===== config.mk =====
export PLATFORM = sky130hd
export DESIGN_NAME = cfm_fault_monitor
export DESIGN_NICKNAME = d
export VERILOG_FILES = /design/src/shared/cfm_pkg.sv /design/src/hw/cfm_dur_timer.sv /design/src/hw/cfm_run_count.sv /design/src/hw/cfm_fault_monitor.sv
export SDC_FILE = /design/constraint.sdc
export NUM_CORES = 1
export LEC_CHECK = 0
export BUFFER_PORTS_ARGS = -buffer_cell sky130_fd_sc_hd__buf_2
export CORE_UTILIZATION = 60
export DETAILED_ROUTE_END_ITERATION = 8
export GPL_TIMING_DRIVEN = 0
export HOLD_SLACK_MARGIN = 0.05
export PLACE_DENSITY = 0.8
export SETUP_SLACK_MARGIN = 0.1
export SLEW_MARGIN = 15
export SYNTH_ARGS = -nofsm -noshare
export SYNTH_HDL_FRONTEND = slang
export SYNTH_SLANG_ARGS = --single-unit

===== constraint.sdc =====
create_clock -name i_ref_clk -period 2.94 [get_ports i_ref_clk]
set_clock_uncertainty 0.15 [all_clocks]
set_input_delay 0.147 -clock i_ref_clk [delete_from_list [all_inputs] [get_ports i_ref_clk]]
set_output_delay 0.147 -clock i_ref_clk [all_outputs]
set_load 0.02 [all_outputs]

===== src/shared/cfm_pkg.sv =====
/*
 * Fault monitor constants: timing, register map,
 * status fields and modes.
 * Assumes a 125 MHz device clock and a 32-bit Avalon-MM register slave.
 */
`default_nettype none

package cfm_pkg;

    // ==========================================================
    // Clock and timing
    // ==========================================================
    localparam int CLK_PERIOD_NS   = 8;
    localparam int DTO_TIME_US     = 1200;
    localparam int BUSDOM_TIME_US  = 2600;
    // Least times round up to whole cycles
    localparam int DTO_CYCLES      = (DTO_TIME_US * 1000 + CLK_PERIOD_NS - 1) / CLK_PERIOD_NS;
    localparam int BUSDOM_CYCLES   = (BUSDOM_TIME_US * 1000 + CLK_PERIOD_NS - 1) / CLK_PERIOD_NS;
    localparam int TMR_W           = 24;
    localparam int EDGE_RUN        = 4;
    localparam int RUN_W           = 3;

    // ==========================================================
    // Register map (byte addresses)
    // ==========================================================
    localparam int ADDR_W          = 4;
    localparam int DATA_W          = 32;
    localparam logic [ADDR_W-1:0] REG_STATUS   = 4'h0;
    localparam logic [ADDR_W-1:0] REG_MODE     = 4'h4;
    localparam logic [ADDR_W-1:0] REG_DTO_LIM  = 4'h8;
    localparam logic [ADDR_W-1:0] REG_DOM_LIM  = 4'hC;
    localparam logic [DATA_W-1:0] RD_UNMAPPED  = 32'h0000_0000;

    // ==========================================================
    // Status fields
    // ==========================================================
    localparam int ST_BUS_SHORT    = 0;
    localparam int ST_TX_LOW       = 1;
    localparam int ST_TX_DTO       = 2;
    localparam int ST_TXRX_SHORT   = 3;
    localparam int ST_BUS_DOM      = 4;
    localparam int ST_THERMAL      = 5;
    localparam int ST_DRV_EN       = 6;
    localparam int ST_LOCAL_IND    = 7;
    localparam int ST_FAULT_N      = 8;
    localparam int ST_MODE_LSB     = 12;
    localparam int MODE_W          = 3;

    // ==========================================================
    // Operating modes, Gray coded
    // ==========================================================
    typedef enum logic [MODE_W-1:0] {
        CFM_NORMAL    = 3'h0,
        CFM_SILENT    = 3'h1,
        CFM_STANDBY   = 3'h3,
        CFM_GO_SLEEP  = 3'h2,
        CFM_SLEEP     = 3'h6
    } cfm_mode_t;

    localparam cfm_mode_t MODE_RESET = CFM_STANDBY;

endpackage

`default_nettype wire


===== src/hw/cfm_dur_timer.sv =====
/*
 * Duration timer: counts cycles while a condition holds,
 * flags when the count reaches the limit.
 * Assumes the limit is steady while the condition holds.
 */
`default_nettype none

module cfm_dur_timer (
    // Clock and reset
    input  wire logic                      i_ref_clk,
    input  wire logic                      i_rst_n,
    // Condition and limit
    input  wire logic                      i_run,
    input  wire logic [cfm_pkg::TMR_W-1:0] i_limit,
    // Result
    output logic                           o_expired
);
    import cfm_pkg::*;

    logic [TMR_W-1:0] cnt_reg;

    // ==========================================================
    // Saturates so a long hold cannot wrap
    // ==========================================================
    always_ff @(posedge i_ref_clk or negedge i_rst_n) begin
        if (!i_rst_n) begin
            cnt_reg <= '0;
        end else if (!i_run) begin
            cnt_reg <= '0;
        end else if (cnt_reg != i_limit) begin
            cnt_reg <= cnt_reg + TMR_W'(1);
        end
    end

    always_ff @(posedge i_ref_clk or negedge i_rst_n) begin
        if (!i_rst_n) begin
            o_expired <= 1'b0;
        end else begin
            o_expired <= i_run && (cnt_reg >= i_limit);
        end
    end

endmodule

`default_nettype wire


===== src/hw/cfm_run_count.sv =====
/*
 * Run counter: counts consecutive steps with i_hit high;
 * a miss restarts the run.
 * Assumes i_step is a one-cycle pulse.
 */
`default_nettype none

module cfm_run_count (
    // Clock and reset
    input  wire logic i_ref_clk,
    input  wire logic i_rst_n,
    // Steps
    input  wire logic i_step,
    input  wire logic i_hit,
    // Pulse on the step that completes a run
    output logic      o_full
);
    import cfm_pkg::*;

    logic [RUN_W-1:0] run_reg;

    always_ff @(posedge i_ref_clk or negedge i_rst_n) begin
        if (!i_rst_n) begin
            run_reg <= '0;
            o_full  <= 1'b0;
        end else begin
            o_full <= 1'b0;
            if (i_step) begin
                if (!i_hit) begin
                    run_reg <= '0;
                end else if (run_reg == RUN_W'(EDGE_RUN - 1)) begin
                    // Next run needs fresh steps
                    run_reg <= '0;
                    o_full  <= 1'b1;
                end else begin
                    run_reg <= run_reg + RUN_W'(1);
                end
            end
        end
    end

endmodule

`default_nettype wire


===== src/hw/cfm_fault_monitor.sv =====
/*
 * Fault monitor of a CAN transceiver: six fault flags, driver
 * gating, fault pin and an Avalon-MM register slave.
 * Assumes inputs synchronous to i_ref_clk; the short detectors
 * and the temperature sensor are analogue front ends with clean
 * levels.
 */
// Implementation choices: the Avalon-MM slave port and the address map.
`default_nettype none

// Operation
// (RULE1) Shorts sampled only while driving dominant.
// (RULE2) Four shorted tx rises set short flag; pin low in normal.
// (RULE3) Short flag keeps driver on.
// (RULE4) Four clean tx rises in normal clear short flag.
// (RULE5) Tx low on entering normal sets clamp, driver off.
// (RULE6) Clamp clears at reset, clean entry, or tx high with bus dominant; held here while another local flag is set.
// (RULE7) Local faults shown on the pin after normal-to-silent.
// (RULE8) Other mode changes clear the local indication.
// (RULE9) Receive output follows the bus in all faults.
// (RULE10) Tx dominant past timeout turns driver off.
// (RULE11) Timeout flag clears on tx rise or non-silent mode entry.
// (RULE12) Tx/rx short for timeout sets flag, driver off.
// (RULE13) Tx/rx short clears on tx rise with bus dominant, or mode entry; silent entry keeps it here.
// (RULE14) Bus dominant past limit sets stuck flag.
// (RULE15) Stuck flag clears on bus rise or mode entry; silent entry keeps it here.
// (RULE16) Over-temperature turns driver off until it clears.
// (RULE17) Thermal shutdown shown on fault pin.
// (RULE18) Stuck flag keeps driver on.
// (RULE19) Times are cycle counts against writable limits.
// (RULE20) Controller releases tx before the timeout.
module cfm_fault_monitor #(
    parameter int P_DTO_CYCLES    = cfm_pkg::DTO_CYCLES,
    parameter int P_BUSDOM_CYCLES = cfm_pkg::BUSDOM_CYCLES
) (
    // Clock and reset
    input  wire logic                       i_ref_clk,
    input  wire logic                       i_rst_n,
    // Controller side
    input  wire logic                       i_tx,
    output logic                            o_rx,
    output logic                            o_fault_n,
    // Bus front end
    input  wire logic                       i_bus_rx,
    input  wire logic                       i_bus_short,
    input  wire logic                       i_txrx_short,
    input  wire logic                       i_over_temp,
    output logic                            o_drv_en,
    output logic                            o_drv_tx,
    // Avalon-MM register slave
    input  wire logic [cfm_pkg::ADDR_W-1:0] i_avs_address,
    input  wire logic                       i_avs_read,
    input  wire logic                       i_avs_write,
    input  wire logic [cfm_pkg::DATA_W-1:0] i_avs_writedata,
    input  wire logic [3:0]                 i_avs_byteenable,
    output logic [cfm_pkg::DATA_W-1:0]      o_avs_readdata,
    output logic                            o_avs_waitrequest
);
    import cfm_pkg::*;

    // ==========================================================
    // Declarations
    // ==========================================================
    cfm_mode_t          mode_reg;
    cfm_mode_t          mode_next;
    logic               mode_chg;
    logic               to_norm_grp;
    logic               enter_norm;
    logic               norm_to_sil;
    logic [TMR_W-1:0]   dto_lim_reg;
    logic [TMR_W-1:0]   dom_lim_reg;
    logic               tx_prev_reg;
    logic               rx_prev_reg;
    logic               tx_rise;
    logic               rx_rise;
    logic               short_seen_reg;
    logic               bus_short_flag_reg;
    logic               tx_stuck_low_flag_reg;
    logic               tx_dominant_timeout_flag_reg;
    logic               tx_rx_short_flag_reg;
    logic               bus_stuck_dominant_flag_reg;
    logic               thermal_shutdown_flag_reg;
    logic               local_ind_reg;
    logic               any_local;
    logic               drv_ok;
    logic               short_set;
    logic               short_clr;
    logic               dto_exp;
    logic               dom_exp;
    logic               txrx_exp;
    logic               bus_req;
    logic               bus_wr;
    logic [DATA_W-1:0]  status;
    logic [DATA_W-1:0]  rd_mux;

    // ==========================================================
    // Edge detection
    // ==========================================================
    always_ff @(posedge i_ref_clk or negedge i_rst_n) begin
        if (!i_rst_n) begin
            tx_prev_reg <= 1'b1;
            rx_prev_reg <= 1'b1;
        end else begin
            tx_prev_reg <= i_tx;
            rx_prev_reg <= i_bus_rx;
        end
    end

    assign tx_rise = i_tx && !tx_prev_reg;
    assign rx_rise = i_bus_rx && !rx_prev_reg;

    // ==========================================================
    // Register bus: one wait cycle, then the answer
    // ==========================================================
    assign bus_req = i_avs_read || i_avs_write;
    assign bus_wr  = i_avs_write && !o_avs_waitrequest;

    always_ff @(posedge i_ref_clk or negedge i_rst_n) begin
        if (!i_rst_n) begin
            o_avs_waitrequest <= 1'b1;
        end else begin
            // High again after each answer so requests never merge
            o_avs_waitrequest <= !(bus_req && o_avs_waitrequest);
        end
    end

    always_comb begin
        status = '0;
        status[ST_BUS_SHORT]  = bus_short_flag_reg;
        status[ST_TX_LOW]     = tx_stuck_low_flag_reg;
        status[ST_TX_DTO]     = tx_dominant_timeout_flag_reg;
        status[ST_TXRX_SHORT] = tx_rx_short_flag_reg;
        status[ST_BUS_DOM]    = bus_stuck_dominant_flag_reg;
        status[ST_THERMAL]    = thermal_shutdown_flag_reg;
        status[ST_DRV_EN]     = o_drv_en;
        status[ST_LOCAL_IND]  = local_ind_reg;
        status[ST_FAULT_N]    = o_fault_n;
        status[ST_MODE_LSB +: MODE_W] = mode_reg;
    end

    always_comb begin
        case (i_avs_address)
            REG_STATUS:  rd_mux = status;
            REG_MODE:    rd_mux = DATA_W'(mode_reg);
            REG_DTO_LIM: rd_mux = DATA_W'(dto_lim_reg);
            REG_DOM_LIM: rd_mux = DATA_W'(dom_lim_reg);
            default:     rd_mux = RD_UNMAPPED;
        endcase
    end

    always_ff @(posedge i_ref_clk or negedge i_rst_n) begin
        if (!i_rst_n) begin
            o_avs_readdata <= '0;
        end else if (i_avs_read && o_avs_waitrequest) begin
            o_avs_readdata <= rd_mux;
        end
    end

    // Byte-lane merge for the limits
    function automatic logic [TMR_W-1:0] be_merge(input logic [TMR_W-1:0] old_v,
                                                  input logic [DATA_W-1:0] wd,
                                                  input logic [3:0]        be);
        logic [DATA_W-1:0] v;
        v = DATA_W'(old_v);
        for (int b = 0; b < 4; b++) begin
            if (be[b]) begin
                v[b*8 +: 8] = wd[b*8 +: 8];
            end
        end
        return v[TMR_W-1:0];
    endfunction

    always_ff @(posedge i_ref_clk or negedge i_rst_n) begin
        if (!i_rst_n) begin
            dto_lim_reg <= TMR_W'(P_DTO_CYCLES);
            dom_lim_reg <= TMR_W'(P_BUSDOM_CYCLES);
        end else if (bus_wr) begin
            // Limits stand for analogue times (RULE19)
            if (i_avs_address == REG_DTO_LIM) begin
                dto_lim_reg <= be_merge(dto_lim_reg, i_avs_writedata, i_avs_byteenable);
            end
            if (i_avs_address == REG_DOM_LIM) begin
                dom_lim_reg <= be_merge(dom_lim_reg, i_avs_writedata, i_avs_byteenable);
            end
        end
    end

    // ==========================================================
    // Operating mode
    // ==========================================================
    always_comb begin
        mode_next = mode_reg;
        if (bus_wr && i_avs_address == REG_MODE && i_avs_byteenable[0]) begin
            case (i_avs_writedata[MODE_W-1:0])
                CFM_NORMAL:   mode_next = CFM_NORMAL;
                CFM_SILENT:   mode_next = CFM_SILENT;
                CFM_STANDBY:  mode_next = CFM_STANDBY;
                CFM_GO_SLEEP: mode_next = CFM_GO_SLEEP;
                CFM_SLEEP:    mode_next = CFM_SLEEP;
                // Undefined codes leave the mode alone
                default:      mode_next = mode_reg;
            endcase
        end
    end

    always_ff @(posedge i_ref_clk or negedge i_rst_n) begin
        if (!i_rst_n) begin
            mode_reg <= MODE_RESET;
        end else begin
            mode_reg <= mode_next;
        end
    end

    assign mode_chg    = mode_next != mode_reg;
    assign enter_norm  = mode_chg && mode_next == CFM_NORMAL;
    assign norm_to_sil = mode_chg && mode_reg == CFM_NORMAL && mode_next == CFM_SILENT;
    assign to_norm_grp = mode_chg && mode_next != CFM_SILENT;

    // ==========================================================
    // Bus short: sampled per dominant bit, judged at each tx rise
    // ==========================================================
    always_ff @(posedge i_ref_clk or negedge i_rst_n) begin
        if (!i_rst_n) begin
            short_seen_reg <= 1'b0;
        end else if (tx_rise) begin
            short_seen_reg <= 1'b0;
        end else if (o_drv_en && !o_drv_tx && i_bus_short) begin
            short_seen_reg <= 1'b1; // RULE1
        end
    end

    cfm_run_count u_short_bad (
        .i_ref_clk (i_ref_clk),
        .i_rst_n   (i_rst_n),
        .i_step    (tx_rise),
        .i_hit     (short_seen_reg),
        .o_full    (short_set)
    );

    cfm_run_count u_short_good (
        .i_ref_clk (i_ref_clk),
        .i_rst_n   (i_rst_n),
        .i_step    (tx_rise),
        .i_hit     (!short_seen_reg),
        .o_full    (short_clr)
    );

    always_ff @(posedge i_ref_clk or negedge i_rst_n) begin
        if (!i_rst_n) begin
            bus_short_flag_reg <= 1'b0;
        end else if (short_set) begin
            bus_short_flag_reg <= 1'b1; // RULE2
        end else if (short_clr && mode_reg == CFM_NORMAL) begin
            bus_short_flag_reg <= 1'b0; // RULE4
        end
    end

    // ==========================================================
    // Duration timers
    // ==========================================================
    cfm_dur_timer u_dto_tmr (
        .i_ref_clk (i_ref_clk),
        .i_rst_n   (i_rst_n),
        .i_run     (!i_tx && o_drv_en && !tx_dominant_timeout_flag_reg), // RULE10
        .i_limit   (dto_lim_reg),
        .o_expired (dto_exp)
    );

    cfm_dur_timer u_txrx_tmr (
        .i_ref_clk (i_ref_clk),
        .i_rst_n   (i_rst_n),
        .i_run     (i_txrx_short && !tx_rx_short_flag_reg),
        .i_limit   (dto_lim_reg),
        .o_expired (txrx_exp)
    );

    cfm_dur_timer u_dom_tmr (
        .i_ref_clk (i_ref_clk),
        .i_rst_n   (i_rst_n),
        .i_run     (!i_bus_rx && !bus_stuck_dominant_flag_reg),
        .i_limit   (dom_lim_reg),
        .o_expired (dom_exp)
    );

    // ==========================================================
    // Local fault flags; set wins over clear
    // ==========================================================
    always_ff @(posedge i_ref_clk or negedge i_rst_n) begin
        if (!i_rst_n) begin
            tx_dominant_timeout_flag_reg <= 1'b0;
        end else if (dto_exp) begin
            tx_dominant_timeout_flag_reg <= 1'b1; // RULE10
        end else if (tx_rise || to_norm_grp) begin
            tx_dominant_timeout_flag_reg <= 1'b0; // RULE11
        end
    end

    always_ff @(posedge i_ref_clk or negedge i_rst_n) begin
        if (!i_rst_n) begin
            tx_rx_short_flag_reg <= 1'b0;
        end else if (txrx_exp) begin
            tx_rx_short_flag_reg <= 1'b1; // RULE12
        end else if ((tx_rise && !i_bus_rx) || to_norm_grp) begin
            tx_rx_short_flag_reg <= 1'b0; // RULE13
        end
    end

    always_ff @(posedge i_ref_clk or negedge i_rst_n) begin
        if (!i_rst_n) begin
            bus_stuck_dominant_flag_reg <= 1'b0;
        end else if (dom_exp) begin
            bus_stuck_dominant_flag_reg <= 1'b1; // RULE14
        end else if (rx_rise || to_norm_grp) begin
            bus_stuck_dominant_flag_reg <= 1'b0; // RULE15
        end
    end

    // Other local faults hold the clamp
    assign any_local = tx_dominant_timeout_flag_reg || tx_rx_short_flag_reg
                    || bus_stuck_dominant_flag_reg;

    // Reset is power-up: clamp clear (RULE6)
    always_ff @(posedge i_ref_clk or negedge i_rst_n) begin
        if (!i_rst_n) begin
            tx_stuck_low_flag_reg <= 1'b0;
        end else if (enter_norm && !i_tx) begin
            tx_stuck_low_flag_reg <= 1'b1; // RULE5
        end else if (!any_local && ((enter_norm && i_tx) || (i_tx && !i_bus_rx))) begin
            tx_stuck_low_flag_reg <= 1'b0; // RULE6
        end
    end

    always_ff @(posedge i_ref_clk or negedge i_rst_n) begin
        if (!i_rst_n) begin
            thermal_shutdown_flag_reg <= 1'b0;
        end else begin
            // Hysteresis is in the sensor
            thermal_shutdown_flag_reg <= i_over_temp; // RULE16
        end
    end

    // ==========================================================
    // Local fault indication
    // ==========================================================
    // Detected in every mode except the tx timeout, which needs the driver on, and the clamp, set on entering normal;
    // shown only after normal-to-silent and while a flag remains.
    always_ff @(posedge i_ref_clk or negedge i_rst_n) begin
        if (!i_rst_n) begin
            local_ind_reg <= 1'b0;
        end else if (norm_to_sil) begin
            local_ind_reg <= 1'b1; // RULE7
        end else if (mode_chg) begin
            local_ind_reg <= 1'b0; // RULE8
        end
    end

    // ==========================================================
    // Driver gating and pins
    // ==========================================================
    // Bus short and stuck flags leave the driver on (RULE3, RULE18)
    assign drv_ok = mode_next == CFM_NORMAL
                 && !tx_stuck_low_flag_reg     // RULE5
                 && !tx_dominant_timeout_flag_reg
                 && !tx_rx_short_flag_reg      // RULE12
                 && !i_over_temp               // RULE16
                 && !(enter_norm && !i_tx)
                 && !dto_exp
                 && !txrx_exp;

    always_ff @(posedge i_ref_clk or negedge i_rst_n) begin
        if (!i_rst_n) begin
            o_drv_en <= 1'b0;
            o_drv_tx <= 1'b1;
        end else begin
            o_drv_en <= drv_ok;
            // Recessive whenever the driver is off (RULE10)
            o_drv_tx <= drv_ok ? i_tx : 1'b1;
        end
    end

    always_ff @(posedge i_ref_clk or negedge i_rst_n) begin
        if (!i_rst_n) begin
            o_rx <= 1'b1;
        end else begin
            o_rx <= i_bus_rx; // RULE9
        end
    end

    // Tx must rise before the timeout (RULE20)
    always_ff @(posedge i_ref_clk or negedge i_rst_n) begin
        if (!i_rst_n) begin
            o_fault_n <= 1'b1;
        end else begin
            o_fault_n <= !((bus_short_flag_reg && mode_reg == CFM_NORMAL) // RULE2
                        || thermal_shutdown_flag_reg                    // RULE17
                        || (local_ind_reg && (any_local || tx_stuck_low_flag_reg)));
        end
    end

endmodule

`default_nettype wire


==> Word-level counts from Yosys, hierarchy flattened <==
Index checks and enable logic that the tools add are counted.
{ "word_totals": {"input_bits": 49, "register_bits": 180, "output_inout_bits": 37} }
{ "op_classes": {"n_addsub": 5, "n_eq_ne": 18, "reduce_logical": 79, "magnitude_cmp": 3, "n_mux": 34} }
{ "op_table": {"columns": ["cell", "count"], "rows": [
  ["$mux W24", 6],
  ["$pmux W24 S4", 1],
  ["$add A24 B1 Y24 const B", 3],
  ["$ge A24 B24 Y1", 3],
  ["$ne A24 B24 Y1", 3],
  ["$logic_and A1 B1 Y1", 35],
  ["$mux W1", 21],
  ["$reduce_and A3 Y1", 6],
  ["$logic_not A1 Y1", 17],
  ["$mux W3", 5],
  ["$pmux W3 S5", 1],
  ["$reduce_bool A2 Y1", 7],
  ["$eq A3 B2 Y1 const B", 4],
  ["$logic_or A1 B1 Y1", 10],
  ["$logic_not A3 Y1", 3],
  ["$eq A4 B4 Y1 const B", 2],
  ["$add A3 B1 Y3 const B", 2],
  ["$eq A3 B1 Y1 const B", 2],
  ["$ne A2 B2 Y1 const B", 3],
  ["$eq A4 B3 Y1 const B", 1],
  ["$logic_not A4 Y1", 1],
  ["$eq A3 B3 Y1 const B", 1],
  ["$ne A3 B1 Y1 const B", 1],
  ["$ne A3 B3 Y1", 1]
]} }

==> Depth between registers and ports, before layout <==
{ "logic_depth": {"ltp_word": 14, "ltp_mapped": 10, "depth_no_buf": 9} }

==> Cells and area by module <==
A second synthesis with hierarchy kept.
{ "unflattened": {"hier_cells": 1006, "area_unflattened_um2": 9938.3} }
{ "by_module_without_submodules": {"columns": ["mod", "area_per_inst_um2", "cells_each", "n_inst", "seq_area_each_um2"], "rows": [
  ["cfm_dur_timer", 1889.3, 219, 3, 625.6],
  ["cfm_fault_monitor", 3880.0, 319, 1, 2257.2],
  ["cfm_run_count", 195.2, 15, 2, 100.1]
]} }

==> Worst setup path after synthesis <==
OpenSTA, ideal clock, no wires.
{ "synth_timing": {"kind": "reg2reg", "from": "register dto_lim_reg[17]", "to": "register u_txrx_tmr.cnt_reg[18]", "stages_incl_launch_ff": 10, "t_required_ns": 2.658, "setup_slack_ns": 0.520, "arrival_time_ns": 2.138, "setup_ns": 0.132, "path_cell_list": "dfstp_2 inv_1 ha_1 nand4_1 nor4_2 nand3_2 nor3b_1 nor4b_1 xnor2_1 nor2_1"} }
{ "synth_between": {"elab_chain_cells": 2} }
{ "synth_lines": {"columns": ["element", "line", "source"], "rows": [
  ["start: declaration", "cfm_fault_monitor.sv:70", "logic [TMR_W-1:0] dto_lim_reg;"],
  ["start signal: assignment", "cfm_fault_monitor.sv:175", "dto_lim_reg <= TMR_W'(P_DTO_CYCLES);"],
  ["start signal: assignment", "cfm_fault_monitor.sv:180", "dto_lim_reg <= be_merge(dto_lim_reg, i_avs_writedata, i_avs_byteenable);"],
  ["$ne A24 B24 Y1", "cfm_dur_timer.sv:30", "end else if (cnt_reg != i_limit) begin"],
  ["$ne A2 B2 Y1 (no line)", null, null],
  ["end signal: assignment", "cfm_dur_timer.sv:31", "cnt_reg <= cnt_reg + TMR_W'(1);"],
  ["end: declaration", "cfm_dur_timer.sv:20", "logic [TMR_W-1:0] cnt_reg;"]
]} }
Every way passes these cells.
A chain may end at the register's enable or synchronous reset.

==> Worst setup path after layout <==
{ "layout_timing": {"from": "register dto_lim_reg[17]", "to": "register u_dto_tmr.cnt_reg[12]"} }
{ "layout_between": {"elab_chain_cells": 2} }
{ "layout_lines": {"columns": ["element", "line"], "rows": [
  ["$ne A24 B24 Y1", "cfm_dur_timer.sv:30"],
  ["$ne A2 B2 Y1 (no line)", null],
  ["end signal: assignment", "cfm_dur_timer.sv:31"],
  ["end: declaration", "cfm_dur_timer.sv:20"]
]} }
Every way passes these cells.

==> results.sh <==
export IMPL_clock_path_buffers=2
export IMPL_wl_per_cell_microns=16.6
export IMPL_tightest_slew_ps=690
export IMPL_slew_violations=0
export IMPL_stdcell_area_sq_um=11000
export IMPL_critPathCaptureType="flop"
export IMPL_synthTopCellsByArea="dfrtp_1 39%, ha_1 10%, dfstp_2 6.7%"
export IMPL_final_hold_viol_count=0
export IMPL_die_area_sq_um=16200
export IMPL_worstPathRequired_ps=3090
export IMPL_run_status="complete, no violations"
export IMPL_synth_top_family_by_area="simple AND/OR/NAND/NOR gates"
export IMPL_synth_seq_cells=172
export IMPL_ff_latch_area_sq_um=4330
export IMPL_p_leak_nw=5.32
export IMPL_multi_input_area_sq_um=4690
export IMPL_htreeDepth=4
export IMPL_antenna_found_initial=0
export IMPL_synth_edff_count=0
export IMPL_cts_sinks=172
export IMPL_routed_wl_microns=22500
export IMPL_fill_cells=1063
export IMPL_yosys_most_used_dff="dfrtp_1"
export IMPL_gp_congestion=0.892
export IMPL_cts_tree="done"
export IMPL_initial_core_util=0.616
export IMPL_synth_most_common_cell="dfrtp_1"
export IMPL_num_rows=45
export IMPL_io_pins=86
export IMPL_final_util=0.724
export IMPL_n_antenna_cell=0
export IMPL_vias=7743
export IMPL_worst_slack_ps=196
export IMPL_dieWidth_microns=127
export IMPL_fp_dieH_microns=127
export IMPL_grt_pass1_wl_microns=37300
export IMPL_area_growth_pct=17.6
export IMPL_hpwlAfterDp_microns=16100
export IMPL_synthAdderAreaFrac=0.103
export IMPL_synth_simple_area_share=0.191
export IMPL_max_stage_delay_ps=550
export IMPL_drt_drc_violations_left=0
export IMPL_clk_latency_ps=430
export IMPL_dpl_instance_area_sq_um=10100
export IMPL_gr_total_overflow=0
export IMPL_grt_pass1_vias=7667
export IMPL_cp_max_fo=10
export IMPL_cts_root_buf="clkbuf_16"
export IMPL_synth_top_area_share=0.394
export IMPL_async_flop_share=1.00
export IMPL_hold_class="in2reg"
export IMPL_syn_area_sq_um=9400
export IMPL_postCtsSetupRepairBufs=0
export IMPL_numCtsBuffers=17
export IMPL_crit_arrival_ps=2890
export IMPL_setup_viol=0
export IMPL_portBuffers=67
export IMPL_synthMuxAreaShare=0.00559
export IMPL_period_share=0.933
export IMPL_synth_compound_area_frac=0.130
export IMPL_synth_xor_area_share=0.0625
export IMPL_dr_pass1_iters=6
export IMPL_crit_type="reg2reg"
export IMPL_post_place_ws_ps=63.6
export IMPL_grt_max_degree=88
export IMPL_max_freq_mhz=364
export IMPL_cp_slowest_cell="nor3_1"
export IMPL_fp_coreArea_sq_um=15300
export IMPL_fin_crit_ps=2740
export IMPL_drt_first_iter_violations=580
export IMPL_max_slew_margin_rel=0.536
export IMPL_synth_common_cells="148 x dfrtp_1, 126 x nand2_1, 102 x o21ai_0, 98 x nor2_1, 77 x ha_1"
export IMPL_crit_path_start_kind="flop"
export IMPL_use_met1=0.386
export IMPL_yosys_area_top_type="dfrtp_1"
export IMPL_yosys_warnings=0
export IMPL_rsz0062_at_grt="true"
export IMPL_power_density_nw_per_um2=540
export IMPL_syn_inst=1004
export IMPL_met3_usage=0.0490
export IMPL_cp_cell_sequence="inv_1 > ha_1 > nand3_1 > nor4_2 > and3_1 > buf_2 > nor3_1 > nand2_1 > xor2_1 > nor2_1"
export IMPL_clkTransAtPathRegs_ps=70
export IMPL_via_per_inst=5.71
export IMPL_track_usage=0.296
export IMPL_yosysSeqAreaShare=0.461
export IMPL_yosys_cell_types_count=61
export IMPL_avgSynthCellArea_sq_um=9.36
export IMPL_ir_worst_vdd_uv=432
export IMPL_drv_cap=0
export IMPL_ant_nets=0
export IMPL_top_usage_layer="met2"
export IMPL_met2_usage=0.498
export IMPL_final_nets=1257
export IMPL_drive_gt1_frac=0.136
worst paths after layout:
path / start / to / slack [ps] / depth (start not counted)
setup / recovery: dto_lim_reg[17] / u_dto_tmr.cnt_reg[12] / 200 / 10
hold / removal: i_avs_writedata[0] / dto_lim_reg[0] / 90 / 2
setup reg to reg: dto_lim_reg[17] / u_dto_tmr.cnt_reg[12] / 200 / 10
hold reg to reg: thermal_shutdown_flag_reg / o_fault_n / 250 / 1
max in group asynchronous: i_rst_n / dom_lim_reg[12] / 1640 / 3
min in group asynchronous: i_rst_n / o_avs_readdata[6] / 150 / 2
area by class of cell:
| class | instances | area share |
|---|---|---|
| repair buffers | 100 | 0.0627 |
| clock buffers | 19 | 0.0392 |
| plain buffers | 44 | 0.0194 |
| inverters | 60 | 0.0204 |
| well taps | 211 | 0.0239 |
| clock inverters | 13 | 0.0174 |
| flip-flops and latches | 172 | 0.392 |
| multi-input cells | 736 | 0.425 |
where the power goes:
part | switching (mW) | internal (mW) | leakage, nW | total, mW
sequential | 0.114 | 2.60 | 2.20 | 2.71
clock | 0.950 | 1.43 | 0.291 | 2.38
combinational | 0.554 | 0.323 | 2.83 | 0.876
layout by cell type (no fill, tap or decap), types with 34 or more instances in the layout:
cell type / count
nor2_1: 98
clkbuf_1: 34
o21ai_0: 102
dfrtp_1: 148
buf_2: 67
xor2_1: 43
nand3_1: 35
nand2_1: 126
inv_1: 60
ha_1: 77
per-layer routing:
metal,part of all wire,vias to the layer above,wire [microns]
li1,-,3715,-
met1,0.44,3737,9960
met2,0.48,235,10800
met3,0.047,56,1060
met4,0.033,0,735
met5,0,-,0
through the flow:
step           hold WS [ps]  instances  setup TNS (ps)  power (mW)
2_1_floorplan          -299       1011               0        3.25
6_report               92.5       1355               0        5.97
5_1_grt                 100       1355               0        6.22
3_3_place_gp            135       1289         -152090        3.52
4_1_cts                86.5       1354               0        5.97
3_5_place_dp           35.7       1290               0        3.57
repair_timing:
action,CTS,global route
endpoints found under the hold margin,150,0
gates resized for setup,2,4
endpoints found under the setup margin,3,22
hold buffers,32,0
gates cloned,0,1
pin swaps,0,1
critical path: cells and delay by family (launching register included):
family                     cells  cell delay (ps)
and+or+nand+nor                6             1150
adders and majority gates      1              320
DFF                            1              540
buffers and inverters          2              270
xor gates and xnor gates       1              200
kinds of logic after synthesis:
family / count (synthesis)
buffers and inverters: 104
other: 1
AOI/OAI and AO/OA: 205
and+or+nand+nor: 373
xor gates and xnor gates: 67
adders and majority gates: 77
DFF: 172
muxes: 5
(Power assumes the default switching activity.)
